File: src/hdl/ecg_lead_off_status_defs.vh
// constants for the electrode lead-off and adc range status block
// assumes a serial interface outside that issues register reads by address
`ifndef ECG_LEAD_OFF_STATUS_DEFS_VH
`define ECG_LEAD_OFF_STATUS_DEFS_VH

`define ELS_ADDR_CONN_STATUS 8'h1D
`define ELS_ADDR_DC_RANGE    8'h1E
`define ELS_RESET_VALUE      24'h000000
`define ELS_BIT_DRV_OFF      23
`define ELS_BIT_LARM_OFF     22
`define ELS_BIT_LLEG_OFF     21
`define ELS_BIT_RARM_OFF     20
`define ELS_BIT_CE_OFF       13
`define ELS_BIT_LARM_ADC     12
`define ELS_BIT_LLEG_ADC     11
`define ELS_BIT_RARM_ADC     10
`define ELS_BIT_DRV_OVER     23
`define ELS_BIT_LARM_OVER    22
`define ELS_BIT_LLEG_OVER    21
`define ELS_BIT_RARM_OVER    20
`define ELS_BIT_CE_OVER      13
`define ELS_BIT_DRV_UNDER    12
`define ELS_BIT_LARM_UNDER   11
`define ELS_BIT_LLEG_UNDER   10
`define ELS_BIT_RARM_UNDER   9
`define ELS_BIT_CE_UNDER     2

`endif

File: src/hdl/els_lead_off_status.v
// lead-off and adc range status registers for a five-electrode front end
// assumes comparator/detector flags from analog blocks (async, synchronised
// here), a frame-load pulse and register read port on the same clock
`timescale 1ns/1ps
`include "ecg_lead_off_status_defs.vh"

module els_lead_off_status (
  input  wire        clk,
  input  wire        reset_n,
  input  wire        clkEn,
  input  wire        dcLeadOffEnable,
  input  wire        acLeadOffEnable,
  input  wire [4:0]  dcOverRange,
  input  wire [4:0]  dcUnderRange,
  input  wire [3:0]  acLeadOff,
  input  wire [2:0]  adcOutOfRange,
  input  wire        frameLoad,
  input  wire        regRead,
  input  wire [7:0]  regAddr,
  output reg  [23:0] regReadData,
  output reg         regReadValid,
  output reg  [23:0] frameStatusWord
);

////////////////////////////////////////////////////////////////////////////
// 5-wide buses: 4 leg drive, 3 left arm, 2 left leg, 1 right arm, 0 common
// ac bus: 3 leg drive, 2 left arm, 1 left leg, 0 right arm (no ac on common)
// adc bus: 2 left arm, 1 left leg, 0 right arm

reg  [4:0]  overSync1;
reg  [4:0]  overSync2;
reg  [4:0]  underSync1;
reg  [4:0]  underSync2;
reg  [3:0]  acSync1;
reg  [3:0]  acSync2;
reg  [2:0]  adcSync1;
reg  [2:0]  adcSync2;
reg  [4:0]  electrodeOff;
reg  [2:0]  adcErr;
reg  [4:0]  dcOver;
reg  [4:0]  dcUnder;
reg  [4:0]  eventOff;
wire [4:0]  dcOff;
wire [23:0] connStatus;
wire [23:0] dcRange;

always @(posedge clk or negedge reset_n) begin
  if (!reset_n) begin
    overSync1  <= 5'h00;
    overSync2  <= 5'h00;
    underSync1 <= 5'h00;
    underSync2 <= 5'h00;
    acSync1    <= 4'h0;
    acSync2    <= 4'h0;
    adcSync1   <= 3'h0;
    adcSync2   <= 3'h0;
  end else if (clkEn) begin
    overSync1  <= dcOverRange;
    overSync2  <= overSync1;
    underSync1 <= dcUnderRange;
    underSync2 <= underSync1;
    acSync1    <= acLeadOff;
    acSync2    <= acSync1;
    adcSync1   <= adcOutOfRange;
    adcSync2   <= adcSync1;
  end
end

////////////////////////////////////////////////////////////////////////////
// method select

assign dcOff = overSync2 | underSync2;

always @* begin
  eventOff = 5'h00;
  if (acLeadOffEnable) begin
    eventOff[4:1] = acSync2;
  end else if (dcLeadOffEnable) begin
    eventOff[4:1] = dcOff[4:1];
  end
  // common flag uses dc only, whatever ac does
  eventOff[0] = dcLeadOffEnable & dcOff[0];
end

////////////////////////////////////////////////////////////////////////////
// frame accumulation: a new event in the load cycle seeds the next frame

always @(posedge clk or negedge reset_n) begin
  if (!reset_n) begin
    electrodeOff    <= 5'h00;
    adcErr          <= 3'h0;
    frameStatusWord <= `ELS_RESET_VALUE;
  end else if (clkEn) begin
    if (frameLoad) begin
      frameStatusWord <= connStatus;
      electrodeOff    <= eventOff;
      adcErr          <= adcSync2;
    end else begin
      electrodeOff    <= electrodeOff | eventOff;
      adcErr          <= adcErr | adcSync2;
    end
  end
end

// dc register is live comparator state, gated by dc enable
always @(posedge clk or negedge reset_n) begin
  if (!reset_n) begin
    dcOver  <= 5'h00;
    dcUnder <= 5'h00;
  end else if (clkEn) begin
    dcOver  <= dcLeadOffEnable ? overSync2 : 5'h00;
    dcUnder <= dcLeadOffEnable ? underSync2 : 5'h00;
  end
end

////////////////////////////////////////////////////////////////////////////
// register images; unlisted bits tie to zero

assign connStatus = {electrodeOff[4:1], 6'h00, electrodeOff[0],
                     adcErr, 10'h000};
assign dcRange    = {dcOver[4:1], 6'h00, dcOver[0], dcUnder[4:1],
                     6'h00, dcUnder[0], 2'h0};

// the dc image never enters frameStatusWord, only this read path
always @(posedge clk or negedge reset_n) begin
  if (!reset_n) begin
    regReadData  <= `ELS_RESET_VALUE;
    regReadValid <= 1'b0;
  end else if (clkEn) begin
    regReadValid <= regRead;
    if (regRead) begin
      if (regAddr == `ELS_ADDR_CONN_STATUS) begin
        regReadData <= connStatus;
      end else if (regAddr == `ELS_ADDR_DC_RANGE) begin
        regReadData <= dcRange;
      end else begin
        regReadData <= 24'h000000;
      end
    end
  end
end

endmodule // els_lead_off_status

File: config.mk
export PLATFORM = sky130hd
export DESIGN_NAME = els_lead_off_status
export DESIGN_NICKNAME = d
export VERILOG_FILES = /design/src/hdl/els_lead_off_status.v
export VERILOG_INCLUDE_DIRS = /design/src /design/src/hdl
export SDC_FILE = /design/constraint.sdc
export NUM_CORES = 1
export LEC_CHECK = 0
export BUFFER_PORTS_ARGS = -buffer_cell sky130_fd_sc_hd__buf_2
export CORE_MARGIN = 10
export CORE_UTILIZATION = 52
export DETAILED_ROUTE_END_ITERATION = 8
export PLACE_DENSITY = 0.85
export SKIP_CTS_REPAIR_TIMING = 1
export SLEW_MARGIN = 20
export SYNTH_ARGS = -nofsm -noshare
export SYNTH_HDL_FRONTEND = slang
export SYNTH_SLANG_ARGS = --single-unit
File: constraint.sdc
create_clock -name clk -period 1.01 [get_ports clk]
set_clock_uncertainty 0.15 [all_clocks]
set_input_delay 0.202 -clock clk [delete_from_list [all_inputs] [get_ports clk]]
set_output_delay 0.202 -clock clk [all_outputs]
set_load 0.005 [all_outputs]
Word level (Yosys, flattened, before mapping)
Cells that the tools add are included.
- output and inout bits: 49
- register bits: 85
- logic and storage cells: 31
- multiplexer cells: 8
- bitwise logic cells: 4
- reduce and logical (&&, ||, !) cells: 2
- equal/unequal tests: 2
- operators by type and width (kind ; number):
    $mux 24 ; 2
    $eq 8x5->1 const B ; 2
    $mux 5 ; 3
    $or 5x5->5 ; 2
    $mux 4 ; 2
    $reduce_and 2->1 ; 2
    $mux 3 ; 1
    $or 3x3->3 ; 1
    $and 1x1->1 ; 1

Logic depth before layout (Yosys ltp)
Gate-level depths: netlist of run 1.
- depth after elaboration: 5
- depth in mapped cells: 4
- gate-level depth less buffers: 3

Least setup slack after synthesis of run 1
Ideal clock, no wire load.
- path kind: input to register
- start: input regAddr[7]
- end: register regReadData[10]
- path slack: -0.306 ns
- stages on the path: 4
- arrival time: 1.090 ns
- setup time: 0.077 ns
- path through: nand4b_1 or4_1 buf_2 o21ai_1
- cells in the longest elaborated chain, start to end: 3
- elaborated cells on any way between the ends: 4
- ends and longest elaborated chain (element ; RTL line ; RTL):
    start, declared ; els_lead_off_status.v:19 ; input wire [7:0] regAddr,
    $eq 8x5->1 (no source line) ; n/a ;
    $mux 24 ; els_lead_off_status.v:134 ; end else if (regAddr == `ELS_ADDR_DC_RANGE) begin
    $mux 24 * ; els_lead_off_status.v:132 ; if (regAddr == `ELS_ADDR_CONN_STATUS) begin
    end signal, assigned ; els_lead_off_status.v:127 ; regReadData <= `ELS_RESET_VALUE;
    end signal, assigned ; els_lead_off_status.v:133 ; regReadData <= connStatus;
    end signal, assigned ; els_lead_off_status.v:135 ; regReadData <= dcRange;
    end, declared ; els_lead_off_status.v:20 ; output reg [23:0] regReadData,
Mark *: on every way between the ends. The rest lies on a longest branch, timed or not.
A chain may end at the register's enable or synchronous reset.

Worst setup path after layout of run 1
- start: register regReadData[12]
- end: output regReadData[12]
No word-level cell between the ends.

==> results of run 1 <==
-- how the worst max path moves through the flow --
stage	cells past startpoint	to	slack, ns
floorplan	4	regReadData[10]$_DFFE_PN0P_	-0.31
global placement	4	regReadData[22]$_DFFE_PN0P_	-0.48
detailed placement	4	regReadData[12]$_DFFE_PN0P_	-0.53
CTS	1	regReadData[12]	-0.21
global route	1	regReadData[12]	-0.23
finish	1	regReadData[12]	-0.19
-- kinds of logic after synthesis --
| kind of cell | count (synthesis) |
|---|---|
| flip-flops | 71 |
| buffers and inverters | 54 |
| multiplexers | 42 |
| AO/OA/AOI/OAI | 41 |
| AND/OR/NAND/NOR | 32 |
| other | 1 |
-- final cells by class --
type	instances	area, sq um
timing repair buffer	69	469
fill	428	1840
multi-input combinational	145	1170
tap	72	90.1
sequential	71	1780
clock inverter	1	5.00
inverter	11	41.3
clock buffer	14	153
-- flip-flops by register name (all words and copies together), names as in the netlist --
signal and count:
acSync1 4, acSync2 4, adcErr 3, adcSync1 3
adcSync2 3, dcOver 5, dcUnder 5, electrodeOff 5
frameStatusWord 8, overSync1 5, overSync2 5, regReadData 10
regReadValid 1, underSync1 5, underSync2 5
-- metrics by stage --
| step | std cells | util | total power [mW] | area, sq um |
|---|---|---|---|---|
| 2_1_floorplan | 270 | - | 4.16 | 3290 |
| 5_1_grt | 383 | 0.668 | 6.65 | 3700 |
| 6_report | 383 | 0.668 | 6.34 | 3700 |
| 3_5_place_dp | 359 | 0.617 | 4.48 | 3420 |
| 3_3_place_gp | 359 | 0.617 | 4.41 | 3420 |
| 4_1_cts | 374 | 0.645 | 6.33 | 3580 |
-- power groups by stage --
stage               combinational, mW  clock [mW]  sequential [mW]
global route                     1.10        2.03             3.52
floorplan                       0.704           0             3.45
detailed placement              0.951           0             3.52
CTS                             0.954        1.90             3.47
finish                          0.995        1.87             3.47
global placement                0.913           0             3.50
-- placed cells by master (no fill, tap or decap), drive strengths merged --
cell type,synthesis,layout
nand2,12,12
buf,38,66
dfrtp,71,71
a32oi,4,4
a22oi,8,8
nor4,1,1
inv,11,11
a22o,3,3
clkbuf,5,14
nor2b,2,2
a32o,2,2
clkinv,0,1
conb,1,30
o211ai,1,1
nand3,10,10
nand4b,1,1
o21ai,23,23
dlygate4sd3,0,3
mux2,42,42
nand3b,1,1
or4,1,1
nor2,4,4
-- routing by layer --
layer  up-vias  global-route usage
li1        909                   -
met1       957               0.165
met2        80               0.206
met3         9              0.0467
met4         0              0.0516
met5         -                   0
==> metrics.cfg, run 1 <==
[outcome]
status=finished with violations
violations=negative hold slack, negative setup slack

[power]
combPwrFrac=0.157
swShare=0.251
ir_drop_v=0.000926
p_switching_mw=1.59
p_leak_nw=1.83
p_clk_frac=0.296
seq_power_share=0.548
power_density_mw_per_mm2=1710
p_int_mw=4.75

[worst_setup_path]
arrival_ns=0.85
crit_type=reg -> out
worstPathMaxFanout=2
r2r_start=electrodeOff[2]$_DFFE_PN0P_
critical-path-max-stage-delay_ns=0.38
setup.worst_path.start=regReadData[12]$_DFFE_PN0P_
end_kind=output port
r2r_cells=2
rrSetupSlack_ns=-0.02
crit_family=flip-flops
startpoint_type=flop
crit_buf_inv=1
critical-path-slowest-cell=dfrtp_1
crit_required_ns=0.66
crit_chain=buf_2
r2r-end=regReadData[21]$_DFFE_PN0P_

[synthesis]
ys_top_cells_by_count=dfrtp_1, mux2_2, buf_4
yosysMostFrequentCell=dfrtp_1
synth-xor-area-share=0
synthFlopType=dfrtp_1
synth_top_family_by_area=multiplexers
synth_cells=241
synth_top_area_frac=0.593
ys_seq_elements=71
synth-simple-area-share=0.0510
ys_async_sr_fraction=1.00
synth-adder-area-share=0
synth_area_leaders=dfrtp_1, mux2_2, buf_4
yosysWarnings=0
synth_compound_area_frac=0.0882
avgSynthCellArea_sq_um=12.4
synthMuxAreaShare=0.158
netlist_area_sq_mm=0.00299
synth_cell_types=23
ys_seq_area_frac=0.593
synth_largest_area_cell=dfrtp_1
synth_edf_count=0

[place]
place_hpwl_mm=4.44
port_buffers=50
gp_congestion=0.752
dp_slack_ns=-0.535

[sta]
fmax_mhz=833
finalSetupViolations=29
final.setup.worst_slack_ns=-0.190
finalSetupTns_ns=-4.42
whs_ns=-0.0594
finalCritPeriodShare=1.19
finalHoldViolCount=15
fin_crit_ns=1.20
finalMaxSlewViolations=0
rsz0062_at_grt=true

[floorplan]
core_sq_mm=0.00554
die_x_microns=95.9
die_y_microns=95.9
die_area_sq_mm=0.00919
io_pins=81
start_util=0.540
rows=27

[detailed_routing]
first_iter_violations=156
via_count=1955
post_drt_via_cell_ratio=5.10
top_layer=met4
wl_met1_mm=2.48
route.met3.wl_microns=577
drt-total-wl_mm=6.01
postRouteAntennaNets=0
wire_per_inst_microns=15.7
firstDrtPassIters=5
drc_errors=0
wl_met2_mm=2.88

[global_routing]
grt_start_max_net_pins=47
grt_first_pass_wirelength_mm=9.45
antenna_found_initial=0
grt_pass1_vias=1955
track_usage=0.132
grt_overflow=0

[cts]
htreeDepth=3
cts_buffers=9
cts_root_buf=clkbuf_8
cts.sinks=71
clockBufferDepth=2
insertion_delay_ns=0.33
clkTransAtPathRegs_ns=0.07
cts_tree=done

[worst_hold_path]
min_to=overSync1[2]$_DFFE_PN0P_
hold_depth=2
hp-class=in -> reg
hold_path_startpoint=dcOverRange[2]

[cells_and_area]
antenna_cells=0
finalNetCount=339
area_delta_synth_final_pct=23.7
drive_gt1_frac=0.415

[run]
cap_violations=0

No activity file was read; power rests on OpenSTA's default activity.
==> inputs of run 2 (changes only) <==
--- a/config.mk
+++ b/config.mk
@@ -7,6 +7,7 @@
 export NUM_CORES = 1
 export LEC_CHECK = 0
 export BUFFER_PORTS_ARGS = -buffer_cell sky130_fd_sc_hd__buf_2
+export CAP_MARGIN = 40
 export CORE_MARGIN = 10
 export CORE_UTILIZATION = 52
 export DETAILED_ROUTE_END_ITERATION = 8
==> constraint.sdc (replaced) <==
create_clock -name clk -period 1.38 [get_ports clk]
set_clock_uncertainty 0.15 [all_clocks]
set_input_delay 0.276 -clock clk [delete_from_list [all_inputs] [get_ports clk]]
set_output_delay 0.276 -clock clk [all_outputs]
set_load 0.02 [all_outputs]
==> run 2 against run 1 <==
Effect of this change:
- the flow now finishes without violations
- global-route usage about the same
- sequential power is 27% lower
- first-iteration DRC count decreased by 12%
- sequential share of layout area grew 2.9 points
- critical path type unchanged
- routed wire length fell by 3.3%
- clock power fell by 3%
- critical path depth unchanged
==> metrics.cfg, run 2 (synthesized netlist as in run 1, its figures left out) <==
[outcome]
status=finished, final reports clean

[global_routing]
grt_pass1_vias=1893  ; -3.2%
grt_first_pass_wirelength_mm=9.28  ; -1.8%
track_usage=0.132  ; -0.000185
grt_overflow=0  ; unchanged
global_route.usage.met2=0.195  ; -0.0107
use_met1=0.159  ; -0.00539
antenna_found_initial=0  ; unchanged
grt_start_max_net_pins=65  ; +38%
grt_use_met3=0.0537  ; +0.00700
top_usage_layer=met2

[sta]
finalSetupViolations=0  ; -100%
tightest_slew_ns=0.745
fmax_mhz=752
finalSetupTns_ns=0  ; +4.42 ns
final.setup.worst_slack_ns=0.0507  ; +0.241 ns
relSlewSlack=0.503
finalMaxSlewViolations=0  ; unchanged
fin_crit_ns=1.33
whs_ns=0.0110  ; +0.0704 ns
rsz0062_at_grt=false
finalCritPeriodShare=0.963
finalHoldViolCount=0  ; -15

[worst_setup_path]
crit_path_end=regReadData[21]
startpoint_type=flop
critical-path-max-stage-delay_ns=0.39  ; about the same
crit_chain=buf_2
r2r_cells=2  ; unchanged
worstPathMaxFanout=2  ; unchanged
critical-path-slowest-cell=dfrtp_1
crit_required_ns=0.95  ; +0.29 ns
end_kind=output port
rrSetupSlack_ns=0.40  ; +0.42 ns
crit_cells=1  ; unchanged
r2r-end=regReadData[21]$_DFFE_PN0P_
arrival_ns=0.90  ; +0.05 ns
crit_buf_inv=1  ; unchanged
setup.worst_path.start=regReadData[21]$_DFFE_PN0P_
r2r_start=electrodeOff[2]$_DFFE_PN0P_
crit_type=reg -> out
crit_family=flip-flops

[floorplan]
die_y_microns=95.9  ; unchanged
die_area_sq_mm=0.00919  ; unchanged
io_pins=81  ; unchanged
core_sq_mm=0.00554  ; unchanged
start_util=0.540  ; unchanged
rows=27  ; unchanged
die_x_microns=95.9  ; unchanged

[cells_and_area]
final_cell_mix=dfrtp_1, buf_2, mux2_2
largest_reg_flops=10  ; unchanged
n_fill_cell=439  ; +2.6%
layout.area.seq_sq_mm=0.00178  ; unchanged
final_common_cell=dfrtp_1
antenna_cells=0  ; unchanged
multi_input_area_sq_mm=0.00100  ; -14%
finalNetCount=329  ; -2.9%
area_delta_synth_final_pct=16.8
largestRegisters=regReadData (10), frameStatusWord (8)
regMostFlops=regReadData
drive_gt1_frac=0.384  ; -0.0307

[run]
cap_violations=0  ; unchanged

[place]
gp_congestion=0.772  ; +2.6%
place_hpwl_mm=4.21  ; -5.3%
port_buffers=50  ; unchanged
dp_slack_ns=-0.283  ; +0.252 ns

[worst_hold_path]
hp-class=in -> reg

[detailed_routing]
drt-total-wl_mm=5.81  ; -3.3%
post_drt_via_cell_ratio=5.05  ; -1.2%
postRouteAntennaNets=0  ; unchanged
via_count=1887  ; -3.5%
firstDrtPassIters=4  ; -1
first_iter_violations=137  ; -12%
drc_errors=0  ; unchanged
wire_per_inst_microns=15.5  ; -0.97%

[cts]
clkTransAtPathRegs_ns=0.07  ; about the same
htreeDepth=3  ; unchanged
insertion_delay_ns=0.34  ; about the same
cts_root_buf=clkbuf_8
clockBufferDepth=2  ; unchanged
cts_buffers=9  ; unchanged
cts_tree=done
cts.sinks=71  ; unchanged

[power]
ir_drop_v=0.000789  ; -15%
power_density_mw_per_mm2=1450  ; -15%
p_leak_nw=1.65  ; -9.8%

[run 2: changes by cell type in the layout (fill, tap and decap cells not counted), moves of 3 or more]
cell	previous run	this run
mux2_4	31	0
buf_4	11	5
o21ai_0	12	15
clkbuf_1	4	0
clkbuf_8	10	14
o21ai_2	5	0
mux2_2	11	42
[run 2: how the worst min path moves through the flow]
| stage | from | endpoint | slack (ns) | depth (start not counted) |
|---|---|---|---|---|
| 4_1_cts | reset_n | underSync1[1]$_DFFE_PN0P_ | -0.32 | 1 |
| 3_5_place_dp | reset_n | underSync1[4]$_DFFE_PN0P_ | 0.06 | 1 |
| 2_1_floorplan | reset_n | acSync1[0]$_DFFE_PN0P_ | -0.17 | 0 |
| 5_1_grt | dcOverRange[4] | overSync1[4]$_DFFE_PN0P_ | 0.008 | 2 |
| 6_report | dcUnderRange[1] | underSync1[1]$_DFFE_PN0P_ | 0.01 | 2 |
| 3_3_place_gp | reset_n | adcSync1[2]$_DFFE_PN0P_ | 0.05 | 1 |
[run 2: power by group]
part	leakage, nW	switching [mW]	total, mW	internal (mW)
combinational	0.669	0.407	0.735	0.328
clock	0.119	0.737	1.82	1.08
sequential	0.867	0.171	2.53	2.36
total	1.65	1.31	5.08	3.76
[run 2: per-layer routing]
metal	wire length, microns	vias to the layer above
met5	0	-
met4	142	0
met3	756	14
met2	2540	76
met1	2370	905
li1	-	892
[run 2: final cells by class]
cell class	count	share of cell area
multi-input cells	145	0.287
inverters	11	0.0118
clock buffers	14	0.0551
clock inverters	2	0.0100
repair buffers	59	0.102
well taps	72	0.0258
flip-flops and latches	71	0.508
[run 2: metrics by stage]
stage                util  instance area, sq um  power (mW)  std cells
floorplan               -                  3100        3.08        270
global placement    0.588                  3260        3.27        357
detailed placement  0.588                  3260        3.30        357
CTS                 0.629                  3490        5.11        373
global route        0.631                  3500        5.32        374
finish              0.631                  3500        5.08        374
==> inputs of run 3 (changes only) <==
--- a/config.mk
+++ b/config.mk
@@ -10,7 +10,9 @@
 export CAP_MARGIN = 40
 export CORE_MARGIN = 10
 export CORE_UTILIZATION = 52
+export CTS_CLUSTER_DIAMETER = 40
 export DETAILED_ROUTE_END_ITERATION = 8
+export HOLD_SLACK_MARGIN = 0.06
 export PLACE_DENSITY = 0.85
 export SKIP_CTS_REPAIR_TIMING = 1
 export SLEW_MARGIN = 20
==> constraint.sdc (replaced) <==
create_clock -name clk -period 1.3 [get_ports clk]
set_clock_uncertainty 0.15 [all_clocks]
set_input_delay 0.26 -clock clk [delete_from_list [all_inputs] [get_ports clk]]
set_output_delay 0.26 -clock clk [all_outputs]
set_load 0.02 [all_outputs]
==> run 3 against run 2 <==
Effect of this change:
- the flow now finishes with violations (negative setup slack)
- sequential share of layout area decreased by 4.0 points
- via count increased by 6.5%
- sequential power increased by 7%
- worst setup slack got worse by 0.051 ns
- die area unchanged
- cell count increased by 7.2%
- flip-flop and latch count unchanged
- non-clock buffer count increased by 27
- routed wire length increased by 5.4%
- first-iteration DRC count decreased by 13%
- worst hold slack improved by 0.077 ns
- clock-buffer cell count decreased by 4
==> metrics.cfg, run 3 (synthesized netlist as in run 1, its figures left out) <==
[place]
place_hpwl_mm=4.44  ; +5.5%
dp_cells=360  ; +0.84%
dp_slack_ns=-0.307  ; -0.0245 ns
port_buffers=50  ; unchanged
gp_congestion=0.781  ; +1.2%
dpl-instance-area_sq_mm=0.00327  ; +0.31%

[cells_and_area]
area_delta_synth_final_pct=26.8
final_common_cell=dfrtp_1
largest_reg_flops=10  ; unchanged
finalNetCount=356  ; +8.2%
drive_gt1_frac=0.386  ; +0.00191
regMostFlops=regReadData
final_cells=401  ; +7.2%
antenna_cells=0  ; unchanged
largestRegisters=regReadData (10), frameStatusWord (8)
stdcell_area_sq_mm=0.00380  ; +8.6%
final_cell_mix=dfrtp_1, mux2_2, buf_2

[cts]
cts_buffers=9  ; unchanged
insertion_delay_ns=0.35  ; about the same
cts.sinks=71  ; unchanged
cts_tree=done
htreeDepth=3  ; unchanged
clockBufferDepth=2  ; unchanged
clkTransAtPathRegs_ns=0.08  ; about the same
cts_root_buf=clkbuf_8

[worst_setup_path]
crit_required_ns=0.89  ; -0.06 ns
arrival_ns=0.89  ; about the same
crit_type=reg -> out
crit_family=flip-flops
worstPathMaxFanout=2  ; unchanged
crit_cells=1  ; unchanged
crit_path_end=regReadData[11]
crit_buf_inv=1  ; unchanged
r2r_cells=2  ; unchanged
crit_chain=buf_6
r2r_start=electrodeOff[1]$_DFFE_PN0P_
critical-path-max-stage-delay_ns=0.41  ; +0.02 ns
r2r-end=electrodeOff[1]$_DFFE_PN0P_
rrSetupSlack_ns=0.28  ; -0.12 ns
startpoint_type=flop
end_kind=output port
setup.worst_path.start=regReadData[11]$_DFFE_PN0P_
critical-path-slowest-cell=dfrtp_1

[sta]
final.setup.worst_slack_ns=-0.000168  ; -0.0509 ns
finalSetupViolations=1  ; +1
finalSetupTns_ns=-0.000168  ; -0.000168 ns
fmax_mhz=769
tightest_slew_ns=0.738  ; -0.00683 ns
fin_crit_ns=1.30
finalCritPeriodShare=1.00
relSlewSlack=0.507  ; +0.00457
finalHoldViolCount=0  ; unchanged
rsz0062_at_grt=true
finalMaxSlewViolations=0  ; unchanged

[power]
power_density_mw_per_mm2=1360  ; -6.6%
p_leak_nw=1.77  ; +7.1%
ir_drop_v=0.000929  ; +18%
p_total_mw=5.15  ; +1.5%

[outcome]
status=finished with violations
violations=negative setup slack

[global_routing]
grt_overflow=0  ; unchanged
antenna_found_initial=0  ; unchanged
track_usage=0.128  ; -0.00332
grt_start_max_net_pins=64  ; -1.5%
grt_first_pass_wirelength_mm=9.09  ; -2.1%
grt_pass1_vias=1899  ; +0.32%

[detailed_routing]
post_drt_via_cell_ratio=5.01  ; -0.65%
wire_per_inst_microns=15.3  ; -1.7%
via_count=2010  ; +6.5%
postRouteAntennaNets=0  ; unchanged
drc_errors=0  ; unchanged
firstDrtPassIters=4  ; unchanged
first_iter_violations=119  ; -13%
drt-total-wl_mm=6.13  ; +5.4%

[run]
cap_violations=0  ; unchanged

[floorplan]
start_util=0.540  ; unchanged
die_area_sq_mm=0.00919  ; unchanged
die_y_microns=95.9  ; unchanged
core_sq_mm=0.00554  ; unchanged
io_pins=81  ; unchanged
die_x_microns=95.9  ; unchanged
rows=27  ; unchanged

[worst_hold_path]
hold_depth=3  ; +1
hp-class=in -> reg

## run 3: area by class of cell
| type | count | area, sq um |
|---|---|---|
| clock inverter | 6 | 36.3 |
| clock buffer | 10 | 138 |
| timing repair buffer | 86 | 709 |
| inverter | 11 | 41.3 |
| multi-input combinational | 145 | 1010 |
| fill | 415 | 1740 |
| sequential | 71 | 1780 |
| tap | 72 | 90.1 |
## run 3: metal layers
layer | part of all wire | global-route usage | wire [microns] | vias to the layer above
met5 | 0 | 0 | 0 | -
met4 | 0.019 | 0.0774 | 119 | 0
met3 | 0.11 | 0.0459 | 666 | 10
met2 | 0.47 | 0.198 | 2890 | 78
met1 | 0.40 | 0.151 | 2450 | 976
li1 | - | - | - | 946
## run 3: worst min-delay path by stage
stage / from / endpoint / slack, ns
finish: acLeadOffEnable / electrodeOff[3]$_DFFE_PN0P_ / 0.09
global route: acLeadOffEnable / electrodeOff[3]$_DFFE_PN0P_ / 0.11
CTS: reset_n / underSync2[1]$_DFFE_PN0P_ / -0.39
detailed placement: reset_n / adcSync2[2]$_DFFE_PN0P_ / -0.009
global placement: reset_n / adcSync2[2]$_DFFE_PN0P_ / -0.01
floorplan: reset_n / acSync1[0]$_DFFE_PN0P_ / -0.19
## run 3: where the power goes
part / switching (mW) / internal [mW] / leakage (nW)
registers: 0.205 / 2.50 / 0.867
logic: 0.443 / 0.472 / 0.814
clock network: 0.801 / 0.733 / 0.0918
total: 1.45 / 3.71 / 1.77
## run 3: through the flow
stage,hold WS (ns),util
floorplan,-0.186,-
global placement,-0.00988,0.590
detailed placement,-0.00903,0.590
CTS,-0.392,0.621
global route,0.106,0.685
finish,0.0880,0.685
